--- src/hw/mst_params.svh ---
// Offsets, field positions, reset values and figures of the translator.
// Assumes a byte-addressed Avalon-MM slave with one 32-bit word per register.
`ifndef MST_PARAMS_SVH
`define MST_PARAMS_SVH

// Register byte offsets
`define MST_OFS_CTRL        4'h0
`define MST_OFS_STATUS      4'h4
`define MST_OFS_COIL        4'h8

// Control register fields
`define MST_CTRL_RES_LSB    0
`define MST_CTRL_POL_BIT    3
`define MST_CTRL_ENABLE_BIT 4
`define MST_CTRL_SOFT_BIT   5

// Status register fields
`define MST_STAT_POS_LSB    0
`define MST_STAT_DIRPIN_BIT 8
`define MST_STAT_RES_LSB    9

// Coil register fields
`define MST_COIL_X_LSB      0
`define MST_COIL_Y_LSB      16

// Reset values and figures
`define MST_RESET_POS       7'h10
`define MST_RESET_RES       3'h0
`define MST_RES_FULL2       3'h7
`define MST_RES_FINEST_HALF 3'h4
`define MST_FULL2_OFFSET    7'h10
`define MST_FULL_STEP       7'h20
`define MST_FULL_DIAG       11'sh2c6
`define MST_SINE_DIAG       11'sh2c3

`endif

--- src/hw/mst_pkg.sv ---
// Types shared by the translator: control word, coil pair and step modes.
// Assumes the constants header is included by the design file.
package mst_pkg;

	// Software control fields
	typedef struct packed {
		logic       soft_step_bit;
		logic       motor_drive_enable_bit;
		logic       direction_polarity_bit;
		logic [2:0] step_resolution_select;
	} mst_ctrl_type;

	// Signed coil currents in tenths of a percent
	typedef struct packed {
		logic signed [10:0] coil_y;
		logic signed [10:0] coil_x;
	} mst_coil_type;

	typedef enum logic [1:0] {
		MST_MODE_MICRO,
		MST_MODE_FULL1,
		MST_MODE_FULL2
	} mst_mode_type;

endpackage : mst_pkg

--- src/hw/mst_translator.sv ---
// Micro-step current translator with an Avalon-MM register slave.
// Assumes pins are synchronous to clk_sys and a master that honours waitrequest.
//
// How it works
// (RULE_01) Position is a 7-bit count of 1/32 micro-steps, readable by software.
// (RULE_02) Software reads the position field in the status register at any time.
// (RULE_03) Position changes on the same edge that takes the step trigger.
// (RULE_04) Micro-step modes map position to sine Y and cosine X coil currents.
// (RULE_05) Resolutions 000..100 visit multiples of 1, 2, 4, 8, 16.
// (RULE_06) Codes 101 and 110 step positions 0, 32, 64, 96: one coil on.
// (RULE_07) Code 111 steps positions 16, 48, 80, 112, both coils at 71 percent.
// (RULE_08) Full-step modes output 100, 71 or 0 percent with square signs.
// (RULE_09) Micro to full-step changes use the same clearing and nearest rules.
// (RULE_10) Full-step mode swaps move 45 degrees by direction, on the next trigger.
// (RULE_11) Effective direction is direction pin XOR polarity bit.
// (RULE_12) Positive direction advances the position, counter-clockwise vector.
// (RULE_13) Direction and stepping work even with the drive enable bit cleared.
// (RULE_14) The sampled direction pin level is a status flag.
// (RULE_15) Position wraps modulo 128 in both directions.
// (RULE_16) Reset gives 1/32 resolution at position 16.
// (RULE_17) Effective resolution is serial field plus the two offset pins.
// (RULE_18) Lowering resolution clears low bits, else nearest point by direction.
// (RULE_19) A pin rising edge or soft bit steps once; soft bit self-clears.
//
// The register offsets and the Avalon-MM register port were left to the implementer.
`timescale 1ns/1ps
`include "mst_params.svh"

module mst_translator #(
	// Position width; the tables and the step arithmetic are built for 7 bits
	parameter int POS_W = 7
) (
	input  wire logic                   clk_sys,
	input  wire logic                   reset,
	input  wire logic [3:0]             avs_address,
	input  wire logic                   avs_read,
	input  wire logic                   avs_write,
	input  wire logic [31:0]            avs_writedata,
	input  wire logic [3:0]             avs_byteenable,
	output logic      [31:0]            avs_readdata,
	output logic                        avs_waitrequest,
	input  wire logic                   next_step_pin,
	input  wire logic                   direction_pin,
	input  wire logic                   resolution_offset_pin0,
	input  wire logic                   resolution_offset_pin1,
	output logic      [POS_W-1:0]       translator_position,
	output mst_pkg::mst_coil_type       coil_current,
	output logic                        drive_enable,
	output logic                        rotation_positive
);

	// Quarter-wave sine in tenths of a percent, index 0..32
	// Entries are rounded to the nearest tenth; index 32 is the peak of 1000.
	// A case table folds into gates, cheaper than a 33-word store here,
	// and one quarter of the circle is all that has to be kept.
	function automatic logic signed [10:0] sine_quarter(input logic [5:0] idx);
		logic signed [10:0] v;
		v = 11'sh000;
		case (idx)
			6'h00: v = 11'sd0;
			6'h01: v = 11'sd49;
			6'h02: v = 11'sd98;
			6'h03: v = 11'sd147;
			6'h04: v = 11'sd195;
			6'h05: v = 11'sd243;
			6'h06: v = 11'sd290;
			6'h07: v = 11'sd337;
			6'h08: v = 11'sd383;
			6'h09: v = 11'sd428;
			6'h0a: v = 11'sd471;
			6'h0b: v = 11'sd514;
			6'h0c: v = 11'sd556;
			6'h0d: v = 11'sd596;
			6'h0e: v = 11'sd634;
			6'h0f: v = 11'sd672;
			6'h10: v = 11'sd707;
			6'h11: v = 11'sd741;
			6'h12: v = 11'sd773;
			6'h13: v = 11'sd803;
			6'h14: v = 11'sd831;
			6'h15: v = 11'sd858;
			6'h16: v = 11'sd882;
			6'h17: v = 11'sd904;
			6'h18: v = 11'sd924;
			6'h19: v = 11'sd942;
			6'h1a: v = 11'sd957;
			6'h1b: v = 11'sd970;
			6'h1c: v = 11'sd981;
			6'h1d: v = 11'sd989;
			6'h1e: v = 11'sd995;
			6'h1f: v = 11'sd999;
			default: v = 11'sd1000;
		endcase
		return v;
	endfunction : sine_quarter

	// Full-circle sine by quadrant symmetry; cosine is sine a quarter ahead
	// Bit 5 mirrors the quarter and bit 6 flips the sign, so all 128 points
	// cost one table and a negation.
	function automatic logic signed [10:0] sine_of(input logic [6:0] pos);
		logic [5:0]         r;
		logic [5:0]         rr;
		logic signed [10:0] m;
		r  = {1'b0, pos[4:0]};
		rr = 6'h20 - r;
		m  = pos[5] ? sine_quarter(rr) : sine_quarter(r);
		return pos[6] ? -m : m;
	endfunction : sine_of

	// Square table keeps the signs but lifts the diagonal to 71 percent
	// The axis points are the same 100 and 0 in both tables, so only the
	// diagonal needs a value of its own.
	function automatic logic signed [10:0] square_of(input logic signed [10:0] v);
		logic signed [10:0] s;
		s = v;
		if (v == `MST_SINE_DIAG) begin
			s = `MST_FULL_DIAG;
		end else if (v == -`MST_SINE_DIAG) begin
			s = -`MST_FULL_DIAG;
		end
		return s;
	endfunction : square_of

	// Step mode from an effective resolution code
	// Codes 5 and 6 give the same mode, so the spare code costs nothing.
	function automatic mst_pkg::mst_mode_type mode_of(input logic [2:0] res);
		mst_pkg::mst_mode_type m;
		if (res <= `MST_RES_FINEST_HALF) begin
			m = mst_pkg::MST_MODE_MICRO;
		end else if (res == `MST_RES_FULL2) begin
			m = mst_pkg::MST_MODE_FULL2;
		end else begin
			m = mst_pkg::MST_MODE_FULL1;
		end
		return m;
	endfunction : mode_of

	// Next grid point in the direction of rotation; 7-bit sums wrap mod 128
	// The grid is shifted by the offset so that every mode steps on multiples
	// of its pitch. A position on the grid moves one pitch; one left off the
	// grid by a change to a coarser mode lands on the nearest grid point in
	// the direction of rotation. The same path yields the half-pitch move
	// between the two full-step modes, so that move needs no case of its own.
	function automatic logic [6:0] step_from(
		input logic [6:0] pos,
		input logic [2:0] res,
		input logic       fwd
	);
		logic [6:0] pitch;
		logic [6:0] offset;
		logic [6:0] rel;
		logic [6:0] floor_rel;
		mst_pkg::mst_mode_type m;
		m = mode_of(res);
		unique case (m)
			mst_pkg::MST_MODE_MICRO: begin
				pitch  = 7'(7'h01 << res); // RULE_05
				offset = 7'h00;
			end
			mst_pkg::MST_MODE_FULL1: begin
				pitch  = `MST_FULL_STEP; // RULE_06
				offset = 7'h00;
			end
			mst_pkg::MST_MODE_FULL2: begin
				pitch  = `MST_FULL_STEP; // RULE_07
				offset = `MST_FULL2_OFFSET; // RULE_10
			end
		endcase
		rel       = 7'(pos - offset);
		floor_rel = rel & ~7'(pitch - 7'h01); // RULE_18 RULE_09
		if (floor_rel == rel) begin
			rel = fwd ? 7'(rel + pitch) : 7'(rel - pitch); // RULE_12 RULE_15
		end else begin
			rel = fwd ? 7'(floor_rel + pitch) : floor_rel; // RULE_18 RULE_10
		end
		return 7'(rel + offset);
	endfunction : step_from

	// State held besides the registered outputs
	mst_pkg::mst_ctrl_type ctrl;
	logic [2:0]            applied_res;
	logic                  step_pin_prev;
	logic                  dir_pin_seen;

	// Effective resolution saturates at the top code
	// A sum past 7 would wrap to a fine mode; saturating keeps the coarsest.
	wire logic [3:0] res_sum    = {1'b0, ctrl.step_resolution_select}
		+ {2'b00, resolution_offset_pin1, resolution_offset_pin0}; // RULE_17
	wire logic [2:0] eff_res    = res_sum[3] ? `MST_RES_FULL2 : res_sum[2:0];
	wire logic       eff_fwd    = direction_pin ^ ctrl.direction_polarity_bit; // RULE_11

	// Trigger: pin edge has priority, a pending soft step waits one cycle
	wire logic       pin_edge   = next_step_pin & ~step_pin_prev; // RULE_19
	wire logic       soft_take  = ctrl.soft_step_bit & ~pin_edge;
	wire logic       trigger    = pin_edge | ctrl.soft_step_bit; // RULE_13

	// Bus decode
	// Only byte lane 0 carries control bits; a write without it is answered
	// but leaves the control word alone.
	wire logic       bus_req    = avs_read | avs_write;
	wire logic       bus_commit = bus_req & ~avs_waitrequest;
	wire logic       sel_ctrl   = avs_address == `MST_OFS_CTRL;
	wire logic       sel_status = avs_address == `MST_OFS_STATUS;
	wire logic       sel_coil   = avs_address == `MST_OFS_COIL;
	wire logic       wr_ctrl    = bus_commit & avs_write & sel_ctrl & avs_byteenable[0];

	// Next values of the translator
	// Coils use the resolution applied with the step, not the live one, so a
	// change of the offset pins or of the field alone never moves the currents.
	wire logic [6:0] next_position = trigger
		? step_from(translator_position, eff_res, eff_fwd) // RULE_03
		: translator_position;
	wire logic [2:0] next_applied_res = trigger ? eff_res : applied_res;
	wire logic signed [10:0] sin_raw = sine_of(next_position);
	wire logic signed [10:0] cos_raw = sine_of(7'(next_position + `MST_FULL_STEP));
	wire logic       next_square = mode_of(next_applied_res) != mst_pkg::MST_MODE_MICRO;
	wire logic signed [10:0] next_coil_y = next_square ? square_of(sin_raw) : sin_raw;
	wire logic signed [10:0] next_coil_x = next_square ? square_of(cos_raw) : cos_raw;

	// Soft step: a write that sets it beats the self-clear in the same cycle
	// A pin edge in the same cycle goes first and leaves the soft request
	// pending, so both triggers still give one step each.
	wire logic       next_soft = (wr_ctrl & avs_writedata[`MST_CTRL_SOFT_BIT])
		| (ctrl.soft_step_bit & ~soft_take); // RULE_19

	// Read mux; unmapped offsets read zero
	// The mux only has to settle within the wait state, as read data is registered.
	wire logic [31:0] status_word = (32'(translator_position) << `MST_STAT_POS_LSB) // RULE_02
		| (32'(dir_pin_seen) << `MST_STAT_DIRPIN_BIT) // RULE_14
		| (32'(applied_res) << `MST_STAT_RES_LSB);
	wire logic [31:0] coil_word = (32'(unsigned'(coil_current.coil_x)) << `MST_COIL_X_LSB)
		| (32'(unsigned'(coil_current.coil_y)) << `MST_COIL_Y_LSB);
	wire logic [31:0] next_readdata = sel_ctrl ? 32'(ctrl)
		: sel_status ? status_word
		: sel_coil ? coil_word
		: 32'h0000_0000;

	// One wait state per access; read data is captured with it
	// Waitrequest is high at idle, so no request is answered in the cycle it
	// appears; back-to-back accesses therefore take two cycles each.
	always_ff @(posedge clk_sys or posedge reset) begin
		if (reset) begin
			avs_waitrequest <= 1'b1;
			avs_readdata    <= 32'h0000_0000;
		end else begin
			avs_waitrequest <= ~(bus_req & avs_waitrequest);
			avs_readdata    <= (avs_read & avs_waitrequest) ? next_readdata : avs_readdata;
		end
	end

	// Control fields; resolution steers only the next step, polarity the next step and rotation_positive
	// The soft bit runs every cycle because it clears itself after its step.
	always_ff @(posedge clk_sys or posedge reset) begin
		if (reset) begin
			ctrl <= '{1'b0, 1'b0, 1'b0, `MST_RESET_RES}; // RULE_16
		end else begin
			if (wr_ctrl) begin
				ctrl.step_resolution_select <= avs_writedata[`MST_CTRL_RES_LSB +: 3];
				ctrl.direction_polarity_bit <= avs_writedata[`MST_CTRL_POL_BIT];
				ctrl.motor_drive_enable_bit <= avs_writedata[`MST_CTRL_ENABLE_BIT];
			end
			ctrl.soft_step_bit <= next_soft;
		end
	end

	// Translator state; prev starts high so a pin held high is no edge
	// The status flag shows the direction pin as it stood at the last clock,
	// while the step itself uses the live pin of the same cycle.
	always_ff @(posedge clk_sys or posedge reset) begin
		if (reset) begin
			translator_position <= `MST_RESET_POS; // RULE_16
			applied_res         <= `MST_RESET_RES;
			step_pin_prev       <= 1'b1;
			dir_pin_seen        <= 1'b0;
		end else begin
			translator_position <= next_position; // RULE_01 RULE_03
			applied_res         <= next_applied_res;
			step_pin_prev       <= next_step_pin;
			dir_pin_seen        <= direction_pin; // RULE_14
		end
	end

	// Coil currents follow the position on the same edge
	// Reset values are the currents of the reset position, on the diagonal.
	always_ff @(posedge clk_sys or posedge reset) begin
		if (reset) begin
			coil_current <= '{`MST_SINE_DIAG, `MST_SINE_DIAG};
		end else begin
			coil_current.coil_y <= next_coil_y; // RULE_04 RULE_08
			coil_current.coil_x <= next_coil_x; // RULE_04 RULE_08
		end
	end

	// Drive enable gates no stepping; effective direction is shown
	// Both are one clock behind the control word and the pin.
	always_ff @(posedge clk_sys or posedge reset) begin
		if (reset) begin
			drive_enable      <= 1'b0;
			rotation_positive <= 1'b0;
		end else begin
			drive_enable      <= ctrl.motor_drive_enable_bit; // RULE_13
			rotation_positive <= eff_fwd; // RULE_11
		end
	end

endmodule : mst_translator

--- config.mk ---
export PLATFORM = sky130hd
export DESIGN_NAME = mst_translator
export DESIGN_NICKNAME = d
export VERILOG_FILES = /design/src/hw/mst_pkg.sv /design/src/hw/mst_translator.sv
export VERILOG_INCLUDE_DIRS = /design/src /design/src/hw
export SDC_FILE = /design/constraint.sdc
export NUM_CORES = 1
export LEC_CHECK = 0
export ABC_AREA = 1
export BUFFER_PORTS_ARGS = -buffer_cell sky130_fd_sc_hd__buf_2
export CAP_MARGIN = 40
export CORE_AREA = 4 4 114 116
export CTS_BUF_LIST = sky130_fd_sc_hd__clkbuf_2 sky130_fd_sc_hd__clkbuf_4 sky130_fd_sc_hd__clkbuf_8
export CTS_CLUSTER_SIZE = 20
export DETAILED_ROUTE_END_ITERATION = 6
export DIE_AREA = 0 0 118 120
export GPL_ROUTABILITY_DRIVEN = 0
export HOLD_SLACK_MARGIN = 0.08
export PLACE_DENSITY = 0.78
export RECOVER_POWER = 100
export REMOVE_ABC_BUFFERS = 1
export SYNTH_ARGS = -nofsm -noshare
export SYNTH_HDL_FRONTEND = slang
export SYNTH_SLANG_ARGS = --single-unit
--- constraint.sdc ---
create_clock -name clk_sys -period 6.75 [get_ports clk_sys]
set_input_delay 1.0125 -clock clk_sys [delete_from_list [all_inputs] [get_ports clk_sys]]
set_output_delay 1.0125 -clock clk_sys [all_outputs]
set_load 0.005 [all_outputs]
Word-level counts from Yosys, hierarchy flattened
Memories as Yosys holds them, arrays and structs flattened.
Cells that the tools add are included.
Word-level totals
  ROM bits: 1280
  flip-flop bits (word level): 75
  latch bits: 0
  logic and storage cells: 100
  output and inout bits: 64
  bits of input ports: 48
  RAM bits: 0
  memories kept: 4
Operators by class
  eq/ne operators: 11
  reductions and logical operators: 5
  shift-type cells: 1
  add/sub/neg operators: 12
  bitwise gates (word level): 24
  muxes and demuxes: 27
  divide/modulo/power cells: 0
  magnitude comparators: 2
  multiply operators: 0
Memory list
  (no name shown): words 32, width 10, rd ports 1, clocked after memory_dff 0, wr ports 0, RTL line mst_translator.sv:59  | case (idx)
  (no name shown): words 32, width 10, rd ports 1, clocked after memory_dff 0, wr ports 0, RTL line mst_translator.sv:59
  (no name shown): words 32, width 10, rd ports 1, clocked after memory_dff 0, wr ports 0, RTL line mst_translator.sv:59
  (no name shown): words 32, width 10, rd ports 1, clocked after memory_dff 0, wr ports 0, RTL line mst_translator.sv:59
Operator list (number)
  $mux W11: 12
  $mux W27: 3
  $eq A11 B11 Y1 const B: 4
  $mux W7: 4
  $pmux W7 S2: 2
  $or A11 B27 Y27: 1
  $neg A11 Y11: 2
  $add A7 B7 Y7: 3
  $sub A7 B7 Y7: 2
  $or A9 B12 Y12: 1
  $sub A6 B5 Y6 const A: 2
  $and A1 B1 Y1: 10
  $or A7 B9 Y9: 1
  $mux W2: 4
  $add A7 B6 Y7 const B: 1
  $and A7 B7 Y7: 1
  $eq A7 B7 Y1: 1
  $not A7 Y7: 1
  $shl A1 B3 Y7 const A: 1
  $sub A7 B1 Y7 const B: 1
  $eq A3 B3 Y1 const B: 2
  $le A3 B3 Y1 const B: 2
  $mux W3: 2
  $not A1 Y1: 5
  11 further kinds: 14

Logic depth before layout (Yosys ltp)
An unclocked memory read counts as a cell.
  depth in word-level cells: 27
  depth in mapped cells: 47
  depth with buffers taken out: 46

Worst setup path after synthesis
No wires, ideal clock.
  kind: in2reg
  start: input resolution_offset_pin0
  end: register coil_current[2] (netlist name)
  stages on the path: 38
  buffers on the path: 1
  data required time: 6632 ps
  path slack: -89 ps
  data arrival time: 6721 ps
  library setup time: 118 ps
  cells stage by stage: ha_1 -> inv_1 -> fa_1 -> nand3_1 -> nor2_1 -> inv_1 -> nor2_1 -> inv_1 -> ha_1 -> nand2_1 -> nand2_1 -> nand2_1 -> o21ai_0 -> ha_1 -> a21oi_1 -> nand2_1 -> a21oi_1 -> o21ai_0 -> [... 2 more ...] -> nand2_1 -> ha_1 -> or2_2 -> o21ai_1 -> clkinv_1 -> buf_2 -> nand2_1 -> nand2_2 -> ha_1 -> or2_2 -> nand2_1 -> nand3_1 -> nor2_1 -> nand2_1 -> nor2_2 -> nand3_2 -> nand2_1 -> nand2_1
Between the ends
  cells in the longest elaborated chain, start to end: 27
  elaborated cells on any way between the ends: 46
  those cells by class: add/sub (10); order compare (2); eq/ne (7); shift (1); mux (18); bitwise (2); reduce/logical (4); memory (2)
RTL lines
  from (decl): RTL line mst_translator.sv:44  | input wire logic resolution_offset_pin0,
  $add A3 B2 Y4 (*): RTL line mst_translator.sv:188  | + {2'b00, resolution_offset_pin1, resolution_offset_pin0};
  $mux W3 (*): RTL line mst_translator.sv:189  | wire logic [2:0] eff_res = res_sum[3] ? `MST_RES_FULL2 : res_sum[2:0];
  branches (longest 24 deep; another with $sub A7 B1 Y7)
  $mux W11 (*): RTL line mst_translator.sv:218  | wire logic signed [10:0] next_coil_x = next_square ? square_of(cos_raw) : cos_raw;
  via next_coil_x[2]: RTL line mst_translator.sv:218
  to (signal assigned): RTL line mst_translator.sv:287  | coil_current <= '{`MST_SINE_DIAG, `MST_SINE_DIAG};
  to (decl): RTL line mst_translator.sv:47  | output mst_pkg::mst_coil_type coil_current,
Mark *: on every way through the listed nets, which the timed path passes. The select of a mux whose other input is x is not followed.
A chain may end at the register's enable or synchronous reset.

Worst setup path after layout
  start: input resolution_offset_pin0
  end: register coil_current[2] (netlist name)
Between the ends
  cells in the longest elaborated chain, start to end: 27
  elaborated cells on any way between the ends: 46
  those cells by class: add/sub (10); order compare (2); eq/ne (7); shift (1); mux (18); bitwise (2); reduce/logical (4); memory (2)
RTL lines
  $add A3 B2 Y4 (*): RTL line mst_translator.sv:188
  $mux W3 (*): RTL line mst_translator.sv:189
  branches (longest 11 deep; another with $sub A7 B1 Y7)
  $mux W7 (*): RTL line mst_translator.sv:171  | if (floor_rel == rel) begin
  $add A7 B7 Y7 (*): RTL line mst_translator.sv:176  | return 7'(rel + offset);
  $mux W7 (*): RTL line mst_translator.sv:211  | ? step_from(translator_position, eff_res, eff_fwd)
  via next_position[2]: RTL line mst_translator.sv:210  | wire logic [6:0] next_position = trigger
  $add A7 B6 Y7 (no source line) (*)
  [... 3 more ...]
  $mux W11: RTL line mst_translator.sv:106  | m = pos[5] ? sine_quarter(rr) : sine_quarter(r);
  $neg A11 Y11: RTL line mst_translator.sv:107  | return pos[6] ? -m : m;
  $mux W11 (*): RTL line mst_translator.sv:107
  $eq A11 B11 Y1 (no source line)
  $mux W11: RTL line mst_translator.sv:118  | end else if (v == -`MST_SINE_DIAG) begin
  $mux W11: RTL line mst_translator.sv:116  | if (v == `MST_SINE_DIAG) begin
  $mux W11 (*): RTL line mst_translator.sv:218
  via next_coil_x[2]: RTL line mst_translator.sv:218
Marked as above.

==> results.md <==
* Outcome: complete, but fails checks
* Violated checks: capacitance limit, slew limit
* Yosys top cell area share at 0.224
* Total congestion overflow at 0
* RR Endpoint: coil_current[2]
* H-tree depth at 3
* Initial DRC count at 586
* Inserted Clock Buffers at 9
* Worst Tran Pin Value at 3370 ps
* DRC errors left at 0
* EDFF count, synth at 0
* Min Clock Period, post-route at 6270 ps
* CTS tree: yes
* FMAX at 159 MHz
* Avg Cell Area, Syn at 6.49 sq um
* Critical-path top delay cell: fa_2
* Via Count at 6054
* Final period utilization at 0.929
* Seq cells post-synth at 66
* Routed wire length at 15000 um
* Cell area after synthesis at 0.00593 sq mm
* Pins Over Slew Limit at 67
* FF-to-FF Start: ctrl[0]
* Ports at 112
* Setup ws final at 477 ps
* Reg clk slew, reported paths at 70 ps
* Reg2reg path depth at 39
* Length of routed wiring on met1 at 6830 um
* Die area at 0.0142 sq mm
* Sequential share of the synthesized area at 0.281
* CP Depth at 40
* Hold Crit Depth at 0
* Die width at 118 um
* Final hold violation count at 0
* # port buffers at 73
* CP delay by family, top: simple AND/OR/NAND/NOR gates
* NumNets Final at 1073
* Post-DP HPWL at 11500 um
* Die height at 120 um
* DRT antenna net count at 0
* Vias in the first global route at 5226
* Max Cap Viol at 1
* Worst min-delay path class: flip-flop to flip-flop
* Overall routing resource usage at 0.205
* Critical Path End Type: flip-flop
* Via density at 5.28
* Setup Skew at 15.5 ps
* First-pass GRT wire length at 24300 um
* Share of cells above drive strength 1 at 0.189
* Final Non-Filler Cells at 1147
* Clock root cell: clkbuf_8
* Highest routed layer: met4
* PD cells at 585 mW/mm^2
* YS warnings at 0
* Setup violators final at 0
* Met3 WL at 994 um
* Area leader, netlist: dfrtp_1
* Initial core utilization at 0.498
* CP Launch Type: input port
* Area contributors post-synth: dfrtp_1, nand2_1, nand3_1, ha_1, dfstp_2
* Peak VDD IR at 229 uV
* Max transition margin at -1.25
* Met2 routed WL at 6890 um
* Worst-path maximum fanout at 11
* Largest net degree at the start of global routing at 67
* Critical path's most frequent cell: nand2_1
* Diode count at 0
* Min-delay src: ctrl[4]
* DP Worst Slack at -8.31 ps
* P_leak at 3.64 nW
* Hold EP: drive_enable
* FP Rows at 40
* Kind of critical path: input port to flip-flop
* Crit path largest cell delay at 570 ps
* Power, Total at 3.94 mW
* Synth Flop Type: dfrtp_1
* Inst Count DP at 1129
* Worst Path Required at 6990 ps
* Arr. time, crit path at 6510 ps
* R2r setup slk at 790 ps
* Layout area overhead at 13.6%
* Hold_buf cts at 0
* Longest Clk Path Bufs at 2
* Syn Inst Count at 913
* Antenna violations before repair at 0
* CTS sink count at 66
* CP Buf/Inv Count at 7
* Share of synthesized registers carrying an async set or reset at 1.00
* Worst-Skew Late Latency at 350 ps
* Util after Layout at 0.565
* Synth unique cells at 46
* CORE AREA at 0.0119 sq mm
* TritonRoute pass-1 iters at 5
* DR WL/cell at 13.1 um
-- metrics by stage --
step                      hold slack [ps]  area, sq um  TNS [ps]
after floorplan                       375         5760    -12210
after global placement                425         6470         0
after detailed placement              435         6470     -8.31
after CTS                             458         6720         0
after global routing                  481         6730     -23.0
final                                 459         6730         0
-- cell type report --
type / instances / area (sq um)
Fill cell: 1158 / 5180
Multi-Input combinational cell: 723 / 3750
Sequential cell: 66 / 1670
Timing Repair Buffer: 96 / 503
Inverter: 99 / 377
Tap cell: 147 / 184
Clock buffer: 10 / 131
Clock inverter: 6 / 115
-- cells in the final DEF, fill, tap and decap left out, types with 11 or more instances in the layout --
master    instances
inv_1            81
clkbuf_1         23
ha_1             27
nand2_1         323
nand4_1          13
nor2_1           73
buf_4            18
a21oi_1          14
buf_2            54
nand3_1          98
nand3_2          14
nand2_2          29
dfrtp_1          53
inv_2            11
o21ai_0          45
-- synth_stat cells (6+ instances only) --
library cell  instances
a221oi_1              6
dfrtp_1              53
a21oi_1              15
o21ai_0              46
nand3_2              13
dfstp_2              13
nor2_2                6
nor2_4                6
or2_2                 6
clkinv_1              6
nand4_1              13
nand3_1              99
ha_1                 28
clkbuf_1             12
buf_4                11
nand2_1             323
o211ai_1              6
inv_1                84
nor2_1               75
inv_2                 8
nand2_2              29
-- kinds of logic after synthesis --
| family | after synthesis | share of synthesized area |
|---|---|---|
| AO/OA/AOI/OAI | 93 | 0.0958 |
| XOR/XNOR | 8 | 0.0118 |
| adder cells (fa/ha/maj) | 30 | 0.0659 |
| buffers and inverters | 132 | 0.0969 |
| flip-flops | 66 | 0.281 |
| other | 1 | 0.000633 |
| AND/OR/NAND/NOR | 583 | 0.448 |
-- power by group --
part           total (mW)  switching (mW)  leakage (nW)  internal, mW
Clock               0.404           0.154         0.120         0.251
Sequential          0.628          0.0867         0.800         0.541
Combinational        2.91            1.93          2.72         0.980
-- what timing repair did --
item                       4_1_cts  5_1_grt
setup endpoints to repair        0        6
setup buffers                    0        1
hold endpoints to repair         0        0
gates resized for setup          0       14
-- state kept, by name, summed over array words and instances, names as in the netlist --
register	flops
coil_current	22
dir_pin_seen	1
rotation_positive	1
drive_enable	1
avs_waitrequest	1
translator_position	7
applied_res	3
step_pin_prev	1
avs_readdata	23
ctrl	6
-- worst reg2reg max path, delay by kind of cell (launching register included) --
| kind | cells | cell delay (ps) |
|---|---|---|
| simple gates | 25 | 2580 |
| fa+ha+maj | 6 | 2100 |
| buf+inv | 6 | 520 |
| flops | 1 | 400 |
| xor+xnor | 1 | 190 |
| compound gates | 1 | 70 |
-- worst max-delay path by stage --
stage	startpoint	endpoint
finish	resolution_offset_pin0	coil_current[2]
global route	resolution_offset_pin0	coil_current[2]
global placement	resolution_offset_pin0	coil_current[2]
floorplan	resolution_offset_pin0	coil_current[2]
CTS	resolution_offset_pin0	coil_current[2]
detailed placement	resolution_offset_pin0	coil_current[2]
-- routing by layer --
layer | vias to the layer above | GRT usage
met5 | - | 0
met2 | 222 | 0.340
li1 | 3073 | -
met1 | 2735 | 0.276
met3 | 24 | 0.0344
met4 | 0 | 0.0571
No activity file was read; power rests on OpenSTA's default activity.
